--- config.mk ---
export PLATFORM = sky130hd
export DESIGN_NAME = charger_event_fault_flags
export DESIGN_NICKNAME = d
export VERILOG_FILES = /design/src/rtl/flag_pkg.sv /design/src/rtl/charger_event_fault_flags.sv
export SDC_FILE = /design/constraint.sdc
export NUM_CORES = 1
export LEC_CHECK = 0
export BUFFER_PORTS_ARGS = -buffer_cell sky130_fd_sc_hd__buf_2
export CORE_MARGIN = 2
export CORE_UTILIZATION = 25
export DETAILED_ROUTE_END_ITERATION = 10
export SYNTH_ARGS = -nofsm -noshare
export SYNTH_HDL_FRONTEND = slang
export SYNTH_SLANG_ARGS = --single-unit
--- constraint.sdc ---
create_clock -name mclk -period 1.6 [get_ports mclk]
set_input_delay 0.48 -clock mclk [delete_from_list [all_inputs] [get_ports mclk]]
set_output_delay 0.48 -clock mclk [all_outputs]
set_load 0.02 [all_outputs]
--- src/rtl/flag_pkg.sv ---
package flag_pkg;
  localparam logic [7:0] timer_flags_offset  = 8'h24;
  localparam logic [7:0] charger_flags_offset = 8'h25;
  localparam logic [7:0] fault0_flags_offset = 8'h26;
  localparam logic [7:0] fault1_flags_offset = 8'h27;
  localparam logic [7:0] flags_reset         = 8'h00;
  localparam int finish_timer_bit     = 0;
  localparam int batt_low_boost_bit   = 4;
  localparam int therm_cold_bit       = 3;
  localparam int therm_cool_bit       = 2;
  localparam int therm_warm_bit       = 1;
  localparam int therm_hot_bit        = 0;
  localparam int sys_short_bit        = 7;
  localparam int sys_overvolt_bit     = 6;
  localparam int boost_overvolt_bit   = 5;
  localparam int boost_undervolt_bit  = 4;
  localparam int thermal_shutdown_bit = 2;
  localparam logic [7:0] timer_used_mask   = 8'h01;
  localparam logic [7:0] charger_used_mask = 8'h1f;
  localparam logic [7:0] fault0_used_mask  = 8'hff;
  localparam logic [7:0] fault1_used_mask  = 8'hf4;
endpackage

--- src/rtl/charger_event_fault_flags.sv ---
// Contract
// - Timer register bit 0 sets on rising edge of finish timer expiry.
// - Charger register bit 4 sets when battery too low for boost output.
// - Charger register bit 3 sets on thermistor cold threshold crossing.
// - Charger register bit 2 sets on thermistor cool threshold crossing.
// - Charger register bit 1 sets on thermistor warm threshold crossing.
// - Charger register bit 0 sets on thermistor hot threshold crossing.
// - Fault0 bit 7 sets on entering and on leaving battery current regulation.
// - Fault0 bit 6 sets on entering input bus over-voltage protection.
// - Fault0 bit 5 sets on entering battery over-voltage protection.
// - Fault0 bit 4 sets on entering input bus over-current protection.
// - Fault0 bit 3 sets on entering battery discharge over-current.
// - Fault0 bit 2 sets on entering converter over-current protection.
// - Fault0 bit 1 sets on entering adapter two over-voltage.
// - Fault0 bit 0 sets on entering adapter one over-voltage.
// - Fault1 bit 7 sets when switching stops for system rail short.
// - Fault1 bit 6 sets when switching stops for system rail over-voltage.
// - Fault1 bit 5 sets when boost output stops on high bus voltage.
// - Fault1 bit 4 sets when boost output stops on low bus voltage.
// - Fault1 bit 2 sets on rising thermal shutdown signal.
// - Flags reset to zero, reserved bits read zero, all read-only.
module charger_event_fault_flags (
  input  wire logic       mclk,
  input  wire logic       reset_n,
  input  wire logic       finish_timer_expired,
  input  wire logic       battery_low_for_boost_out,
  input  wire logic       therm_cold_cross,
  input  wire logic       therm_cool_cross,
  input  wire logic       therm_warm_cross,
  input  wire logic       therm_hot_cross,
  input  wire logic       batt_current_reg_change,
  input  wire logic       bus_overvolt_fault,
  input  wire logic       batt_overvolt_fault,
  input  wire logic       bus_overcurrent_fault,
  input  wire logic       batt_discharge_overcurrent,
  input  wire logic       converter_overcurrent,
  input  wire logic       adapter_two_overvolt,
  input  wire logic       adapter_one_overvolt,
  input  wire logic       system_rail_short,
  input  wire logic       system_rail_overvolt,
  input  wire logic       boost_out_overvolt,
  input  wire logic       boost_out_undervolt,
  input  wire logic       thermal_shutdown_event,
  input  wire logic       read_strobe,
  input  wire logic [7:0] read_addr,
  output logic      [7:0] read_data,
  output logic            read_valid
);

  // Event inputs come from analog detectors outside this clock domain.
  logic [19:0] raw;
  logic [19:0] sync_a;
  logic [19:0] sync_b;
  logic [19:0] prev;
  logic [19:0] rise;
  logic [19:0] fall;

  // Bit 0 is a spare slot so that event n sits at index n.
  assign raw[0]  = 1'b0;
  assign raw[1]  = finish_timer_expired;
  assign raw[2]  = battery_low_for_boost_out;
  assign raw[3]  = therm_cold_cross;
  assign raw[4]  = therm_cool_cross;
  assign raw[5]  = therm_warm_cross;
  assign raw[6]  = therm_hot_cross;
  assign raw[7]  = batt_current_reg_change;
  assign raw[8]  = bus_overvolt_fault;
  assign raw[9]  = batt_overvolt_fault;
  assign raw[10] = bus_overcurrent_fault;
  assign raw[11] = batt_discharge_overcurrent;
  assign raw[12] = converter_overcurrent;
  assign raw[13] = adapter_two_overvolt;
  assign raw[14] = adapter_one_overvolt;
  assign raw[15] = system_rail_short;
  assign raw[16] = system_rail_overvolt;
  assign raw[17] = boost_out_overvolt;
  assign raw[18] = boost_out_undervolt;
  assign raw[19] = thermal_shutdown_event;

  // Two stages settle the asynchronous levels before any logic reads them.
  always_ff @(posedge mclk or negedge reset_n) begin
    if (!reset_n) begin
      sync_a <= '0;
    end else begin
      sync_a <= raw;
    end
  end

  always_ff @(posedge mclk or negedge reset_n) begin
    if (!reset_n) begin
      sync_b <= '0;
    end else begin
      sync_b <= sync_a;
    end
  end

  // Prev idles low after reset, so an idle low input shows no false edge.
  always_ff @(posedge mclk or negedge reset_n) begin
    if (!reset_n) begin
      prev <= '0;
    end else begin
      prev <= sync_b;
    end
  end

  // Every event bit gets the same detector; only one flag uses the fall.
  for (genvar i = 0; i < 20; i++) begin : g_edge
    assign rise[i] = sync_b[i] & ~prev[i];
    assign fall[i] = ~sync_b[i] & prev[i];
  end

  logic [7:0] set_timer;
  logic [7:0] set_charger;
  logic [7:0] set_fault0;
  logic [7:0] set_fault1;

  always_comb begin
    set_timer = 8'h00;
    set_timer[flag_pkg::finish_timer_bit] = rise[1];
  end

  always_comb begin
    set_charger = 8'h00;
    set_charger[flag_pkg::batt_low_boost_bit] = rise[2];
    set_charger[flag_pkg::therm_cold_bit]     = rise[3];
    set_charger[flag_pkg::therm_cool_bit]     = rise[4];
    set_charger[flag_pkg::therm_warm_bit]     = rise[5];
    set_charger[flag_pkg::therm_hot_bit]      = rise[6];
  end

  always_comb begin
    set_fault0    = 8'h00;
    set_fault0[7] = rise[7] | fall[7];
    set_fault0[6] = rise[8];
    set_fault0[5] = rise[9];
    set_fault0[4] = rise[10];
    set_fault0[3] = rise[11];
    set_fault0[2] = rise[12];
    set_fault0[1] = rise[13];
    set_fault0[0] = rise[14];
  end

  always_comb begin
    set_fault1 = 8'h00;
    set_fault1[flag_pkg::sys_short_bit]        = rise[15];
    set_fault1[flag_pkg::sys_overvolt_bit]     = rise[16];
    set_fault1[flag_pkg::boost_overvolt_bit]   = rise[17];
    set_fault1[flag_pkg::boost_undervolt_bit]  = rise[18];
    set_fault1[flag_pkg::thermal_shutdown_bit] = rise[19];
  end

  logic [7:0] timer_event_flags;
  logic [7:0] charger_event_flags_three;
  logic [7:0] fault_event_flags_zero;
  logic [7:0] fault_event_flags_one;
  logic [7:0] next_timer_flags;
  logic [7:0] next_charger_flags;
  logic [7:0] next_fault0_flags;
  logic [7:0] next_fault1_flags;
  logic       rd_timer;
  logic       rd_charger;
  logic       rd_fault0;
  logic       rd_fault1;

  // The decoder ignores the address unless a strobe is present.
  always_comb begin
    rd_timer   = 1'b0;
    rd_charger = 1'b0;
    rd_fault0  = 1'b0;
    rd_fault1  = 1'b0;
    if (read_strobe) begin
      case (read_addr)
        flag_pkg::timer_flags_offset: begin
          rd_timer = 1'b1;
        end
        flag_pkg::charger_flags_offset: begin
          rd_charger = 1'b1;
        end
        flag_pkg::fault0_flags_offset: begin
          rd_fault0 = 1'b1;
        end
        flag_pkg::fault1_flags_offset: begin
          rd_fault1 = 1'b1;
        end
        default: begin
          rd_timer = 1'b0;
        end
      endcase
    end
  end

  // A set in the read cycle survives so the event is reported next read.
  // Reserved bits are masked so they can never read back as one.
  always_comb begin
    next_timer_flags = timer_event_flags;
    if (rd_timer) begin
      next_timer_flags = 8'h00;
    end
    next_timer_flags = (next_timer_flags | set_timer)
                       & flag_pkg::timer_used_mask;
  end

  always_comb begin
    next_charger_flags = charger_event_flags_three;
    if (rd_charger) begin
      next_charger_flags = 8'h00;
    end
    next_charger_flags = (next_charger_flags | set_charger)
                         & flag_pkg::charger_used_mask;
  end

  always_comb begin
    next_fault0_flags = fault_event_flags_zero;
    if (rd_fault0) begin
      next_fault0_flags = 8'h00;
    end
    next_fault0_flags = (next_fault0_flags | set_fault0)
                        & flag_pkg::fault0_used_mask;
  end

  always_comb begin
    next_fault1_flags = fault_event_flags_one;
    if (rd_fault1) begin
      next_fault1_flags = 8'h00;
    end
    next_fault1_flags = (next_fault1_flags | set_fault1)
                        & flag_pkg::fault1_used_mask;
  end

  // Besides a read, only power-on reset ever clears a flag.
  always_ff @(posedge mclk or negedge reset_n) begin
    if (!reset_n) begin
      timer_event_flags <= flag_pkg::flags_reset;
    end else begin
      timer_event_flags <= next_timer_flags;
    end
  end

  always_ff @(posedge mclk or negedge reset_n) begin
    if (!reset_n) begin
      charger_event_flags_three <= flag_pkg::flags_reset;
    end else begin
      charger_event_flags_three <= next_charger_flags;
    end
  end

  always_ff @(posedge mclk or negedge reset_n) begin
    if (!reset_n) begin
      fault_event_flags_zero <= flag_pkg::flags_reset;
    end else begin
      fault_event_flags_zero <= next_fault0_flags;
    end
  end

  always_ff @(posedge mclk or negedge reset_n) begin
    if (!reset_n) begin
      fault_event_flags_one <= flag_pkg::flags_reset;
    end else begin
      fault_event_flags_one <= next_fault1_flags;
    end
  end

  logic [7:0] selected;

  // Unmapped addresses answer zero and clear nothing.
  always_comb begin
    selected = 8'h00;
    case (read_addr)
      flag_pkg::timer_flags_offset: begin
        selected = timer_event_flags;
      end
      flag_pkg::charger_flags_offset: begin
        selected = charger_event_flags_three;
      end
      flag_pkg::fault0_flags_offset: begin
        selected = fault_event_flags_zero;
      end
      flag_pkg::fault1_flags_offset: begin
        selected = fault_event_flags_one;
      end
      default: begin
        selected = 8'h00;
      end
    endcase
  end

  always_ff @(posedge mclk or negedge reset_n) begin
    if (!reset_n) begin
      read_valid <= 1'b0;
    end else begin
      read_valid <= read_strobe;
    end
  end

  // Read data holds until the next strobe; there is no write path at all.
  always_ff @(posedge mclk or negedge reset_n) begin
    if (!reset_n) begin
      read_data <= 8'h00;
    end else if (read_strobe) begin
      read_data <= selected;
    end
  end

endmodule // charger_event_fault_flags

### After elaboration in Yosys (flattened, before gate mapping)

Cells that the tools add are included.

* register bits: 85
* bits of input ports: 30
* output and inout bits: 9

* equal/unequal tests: 4
* muxes and demuxes: 13
* bitwise gates (word level): 45

Operators by type and width (count)
* 8-bit by 6-bit == test with 1-bit output (second input constant): 4
* 8-bit one-hot mux with 4 select lines: 1
* 1-bit bitwise AND: 20
* 1-bit NOT: 20
* 8-bit two-way mux: 2
* 8-bit OR: 2
* 1-bit two-way mux: 9
* 5-bit two-way mux: 1
* 5-bit OR: 1
* 1-bit OR: 2

### Longest topological paths before layout

* word-level depth: 5
* depth in mapped cells: 4
* depth with buffers taken out: 3

### Worst setup path after synthesis

No wires, ideal clock.

* path type: input port to flip-flop
* from: input read_addr[4]
* to: register charger_event_flags_three[0]
* library setup time: 0.121 ns
* arrival time: 1.373 ns
* slack: 0.106 ns
* stages: 3
* buffers on the path: 0
* cells stage by stage: nor4b_4 > nand4_1 > a22o_2

* cells in the longest elaborated chain, start to end: 5

Ends and longest elaborated chain
* from (decl): line charger_event_fault_flags.sv:45 `input wire logic [7:0] read_addr,`
* 8-bit by 6-bit == test with 1-bit output: line charger_event_fault_flags.sv:172 `case (read_addr)`
* 1-bit two-way mux: line charger_event_fault_flags.sv:172
* 1-bit two-way mux: line charger_event_fault_flags.sv:171 `if (read_strobe) begin`
* 5-bit two-way mux: line charger_event_fault_flags.sv:205 `if (rd_charger) begin`
* 5-bit OR: line charger_event_fault_flags.sv:208 `next_charger_flags = (next_charger_flags | set_charger)`
* via next_charger_flags[0]: line charger_event_fault_flags.sv:157 `logic [7:0] next_charger_flags;`
* to (signal assigned): line charger_event_fault_flags.sv:241 `charger_event_flags_three <= flag_pkg::flags_reset;`
* to (signal assigned): line charger_event_fault_flags.sv:243 `charger_event_flags_three <= next_charger_flags;`
* to (decl): line charger_event_fault_flags.sv:153 `logic [7:0] charger_event_flags_three;`

The timed path passes the listed nets, and every way through them passes these cells.
A chain may end at the register's enable or synchronous reset.

### Worst setup path after layout

* from: input read_addr[4]
* to: register fault_event_flags_zero[0]

* cells in the longest elaborated chain, start to end: 5

Ends and longest elaborated chain
* 8-bit by 6-bit == test with 1-bit output: line charger_event_fault_flags.sv:172
* 1-bit two-way mux: line charger_event_fault_flags.sv:172
* 1-bit two-way mux: line charger_event_fault_flags.sv:171
* 8-bit two-way mux: line charger_event_fault_flags.sv:214 `if (rd_fault0) begin`
* 8-bit OR: line charger_event_fault_flags.sv:217 `next_fault0_flags = (next_fault0_flags | set_fault0)`
* via next_fault0_flags[0]: line charger_event_fault_flags.sv:158 `logic [7:0] next_fault0_flags;`
* to (signal assigned): line charger_event_fault_flags.sv:249 `fault_event_flags_zero <= flag_pkg::flags_reset;`
* to (signal assigned): line charger_event_fault_flags.sv:251 `fault_event_flags_zero <= next_fault0_flags;`
* to (decl): line charger_event_fault_flags.sv:154 `logic [7:0] fault_event_flags_zero;`

The timed path passes the listed nets, and every way through them passes these cells.

==> flow_metrics.env <==
export IMPL_cp_slowest_cell="nor4b_4"
export IMPL_grt_pass1_wl_um=7580
export IMPL_antenna_found_initial=0
export IMPL_gp_congestion=0.782
export IMPL_cp_top_family="simple AND/OR/NAND/NOR gates"
export IMPL_yosys_area_top_type_share_pct=78.7
export IMPL_r2r_worst_path_cells=3
export IMPL_drt_pass1_iterations=4
export IMPL_yosysMostFrequentCell="dfrtp_1"
export IMPL_seqCellArea_um2=2130
export IMPL_multi_input_area_um2=474
export IMPL_clk_pin_slew_ns=0.08
export IMPL_cp_num_buf_inv=1
export IMPL_use_met1_pct=11.9
export IMPL_die_y_um=108
export IMPL_synth_distinct_cells=21
export IMPL_grt_use_met3_pct=3.56
export IMPL_yosys_top_cells_area="dfrtp_1 (79%), a22o_1 (4.9%), inv_1 (3.3%)"
export IMPL_synth_area_um2=2700
export IMPL_use_met2_pct=12.1
export IMPL_postCtsHoldBufs=0
export IMPL_io_buffers=38
export IMPL_postCtsSetupRepairBufs=0
export IMPL_clk_latency_ns=0.34
export IMPL_pwr_share_clk_pct=34.3
export IMPL_start_util_pct=25.9
export IMPL_slew_headroom_pct=76.4
export IMPL_cp_data_arrival_time_ns=1.61
export IMPL_hold_viol_final=0
export IMPL_crit_fanout=8
export IMPL_synth_edff_count=0
export IMPL_wl_per_cell_um=12.6
export IMPL_worst_hold_slack_ns=0.102
export IMPL_finalCriticalPeriod_ns=1.38
export IMPL_cts_tree="yes"
export IMPL_postSynthAreaPerCell_um2=16.1
export IMPL_first_global_vias=1485
export IMPL_tightest_slew_ns=0.353
export IMPL_rsz0062_at_grt="false"
export IMPL_finClkSkew_ns=0.00730
export IMPL_switchingPower_w=0.000790
export IMPL_maxCapViolCount=0
export IMPL_grt_start_max_net_pins=47
export IMPL_drive_above_1_share_pct=31.3
export IMPL_cp_start_kind="primary input"
export IMPL_nNetsFinal=250
export IMPL_finalSetupViolCount=0
export IMPL_rr_endpoint="read_data[4]"
export IMPL_fin_crit_sh_pct=86.2
export IMPL_drt_iter0_markers=61
export IMPL_regToRegStartpoint="charger_event_flags_three[4]"
export IMPL_ys_async_sr_fraction_pct=100
export IMPL_hp_class="primary input to asynchronous set/reset pin"
export IMPL_numCtsBuffers=9
export IMPL_synth_seq_cells=85
export IMPL_critPathMaxStageDelay_ns=0.39
export IMPL_reg2reg_setup_slack_ns=0.51
export IMPL_final_max_slew_violation_count=0
export IMPL_nFillCells=1056
export IMPL_die_w_um=108
export IMPL_placed_area_um2=3120
export IMPL_drc=0
export IMPL_core_um2=10400
export IMPL_fin_tns_setup_ns=0
export IMPL_cp_cell_sequence="buf_2, nor4b_4, nand4b_2, a22o_1"
export IMPL_root_buffer="clkbuf_8"
export IMPL_grt_overflow_total=0
export IMPL_leakage_nw=1.58
export IMPL_p_comb_share_pct=4.4
export IMPL_rows=37
export IMPL_final_area_um2=3280
export IMPL_clock_sinks=85
export IMPL_syn_inst=168
export IMPL_wl_um=4550
export IMPL_busiest_layer="met2"
export IMPL_seq_power_share_pct=61.3
export IMPL_post_cts_resized=0
export IMPL_yosysSeqAreaShare_pct=78.7
export IMPL_dpl_hpwl_um=3160
export IMPL_post_drt_via_cell_ratio=3.99
export IMPL_synth_top_area_cell="dfrtp_1"
export IMPL_status="complete, no violations"
export IMPL_synth_main_ff_cell="dfrtp_1"
export IMPL_crit_path_end_kind="flop"
export IMPL_syn_to_final_growth_pct=21.5
export IMPL_ant_nets=0
export IMPL_worst_ep_required_time_ns=1.83
export IMPL_cts_buffer_depth=2
export IMPL_ys_warn_count=0
export IMPL_sw_frac_of_total_pct=21.5
export IMPL_num_antenna_cells=0
export IMPL_p_per_area_nw_per_um2=1120
export IMPL_synth_common_cells="dfrtp_1 (85), inv_1 (24), a22o_1 (15)"
export IMPL_vias=1438
export IMPL_crit_type="primary input to flop"
export IMPL_io_pins=39
export IMPL_grt_usage_pct=8.77
export IMPL_ir_drop_v=0.000291
export IMPL_clock_fmax_mhz=725
export IMPL_synth_nets=198
export IMPL_die_area_um2=11700
export IMPL_htree_levels=3
export IMPL_power_internal_w=0.00289
sequential cells by signal, summed over array words and instances, names as in the netlist:
name	flops
sync_b	19
timer_event_flags	1
read_valid	1
fault_event_flags_one	5
read_data	8
charger_event_flags_three	5
fault_event_flags_zero	8
prev	19
sync_a	19
layout by cell type (no fill, tap or decap):
cell       instances
nand4b_2           1
xor2_1             1
and3b_1            1
nor2b_1            6
dfrtp_1           85
clkbuf_8          10
nor4b_4            1
nand4b_1           1
buf_12             2
mux2_2             5
a21o_1             1
nand4_1            2
mux2i_1            1
a2bb2oi_1          1
a22o_2             5
nand3_1            1
buf_2             37
buf_4              5
o22ai_1            6
clkinv_2           2
a41o_2             2
inv_1             24
nand2_1            4
a22o_1            15
clkbuf_1           3
a22oi_1            2
kinds of logic after synthesis:
family	share of synthesized area, %
and+or+nand+nor	4.68
xor gates and xnor gates	0.324
AOI/OAI and AO/OA	10.1
buffers and inverters	3.75
muxes	2.45
DFF	78.7
layout make-up:
type / count / area share, %
clock buffers: 13 / 4.54
well taps: 136 / 5.18
flip-flops and latches: 85 / 64.8
repair buffers: 44 / 8.00
clock inverters: 2 / 0.305
multi-input cells: 56 / 14.4
inverters: 24 / 2.74
metrics by stage:
step,setup slack [ns],utilization [%],std cells,total power (W)
floorplan,0.106,-,168,0.00234
global placement,-0.107,30.0,345,0.00246
detailed placement,-0.145,30.0,345,0.00246
CTS,0.193,31.5,360,0.00374
global route,0.180,31.5,360,0.00384
finish,0.221,31.5,360,0.00368
worst max path at each step:
| stage | from | end | slack [ns] | cells past startpoint |
|---|---|---|---|---|
| floorplan | read_addr[4] | charger_event_flags_three[0] | 0.11 | 3 |
| detailed placement | read_addr[4] | fault_event_flags_zero[0] | -0.14 | 4 |
| global placement | read_addr[4] | fault_event_flags_one[5] | -0.11 | 4 |
| CTS | read_data[7] | read_data[7] | 0.19 | 1 |
| global route | read_addr[4] | fault_event_flags_zero[6] | 0.18 | 4 |
| finish | read_addr[4] | fault_event_flags_zero[0] | 0.22 | 4 |
metal layers:
metal	routed length (um)	vias up
li1	-	674
met1	2190	709
met2	1960	44
met3	297	11
met4	102	0
met5	0	-
power by group through the flow:
stage | Combinational [W] | Clock [W] | Sequential (W)
6_report | 0.000160 | 0.00126 | 0.00225
5_1_grt | 0.000184 | 0.00139 | 0.00226
4_1_cts | 0.000166 | 0.00132 | 0.00226
3_5_place_dp | 0.000166 | 0 | 0.00230
3_3_place_gp | 0.000162 | 0 | 0.00230
2_1_floorplan | 0.0000482 | 0 | 0.00229
Note: power is estimated with default switching activity, not from simulation.
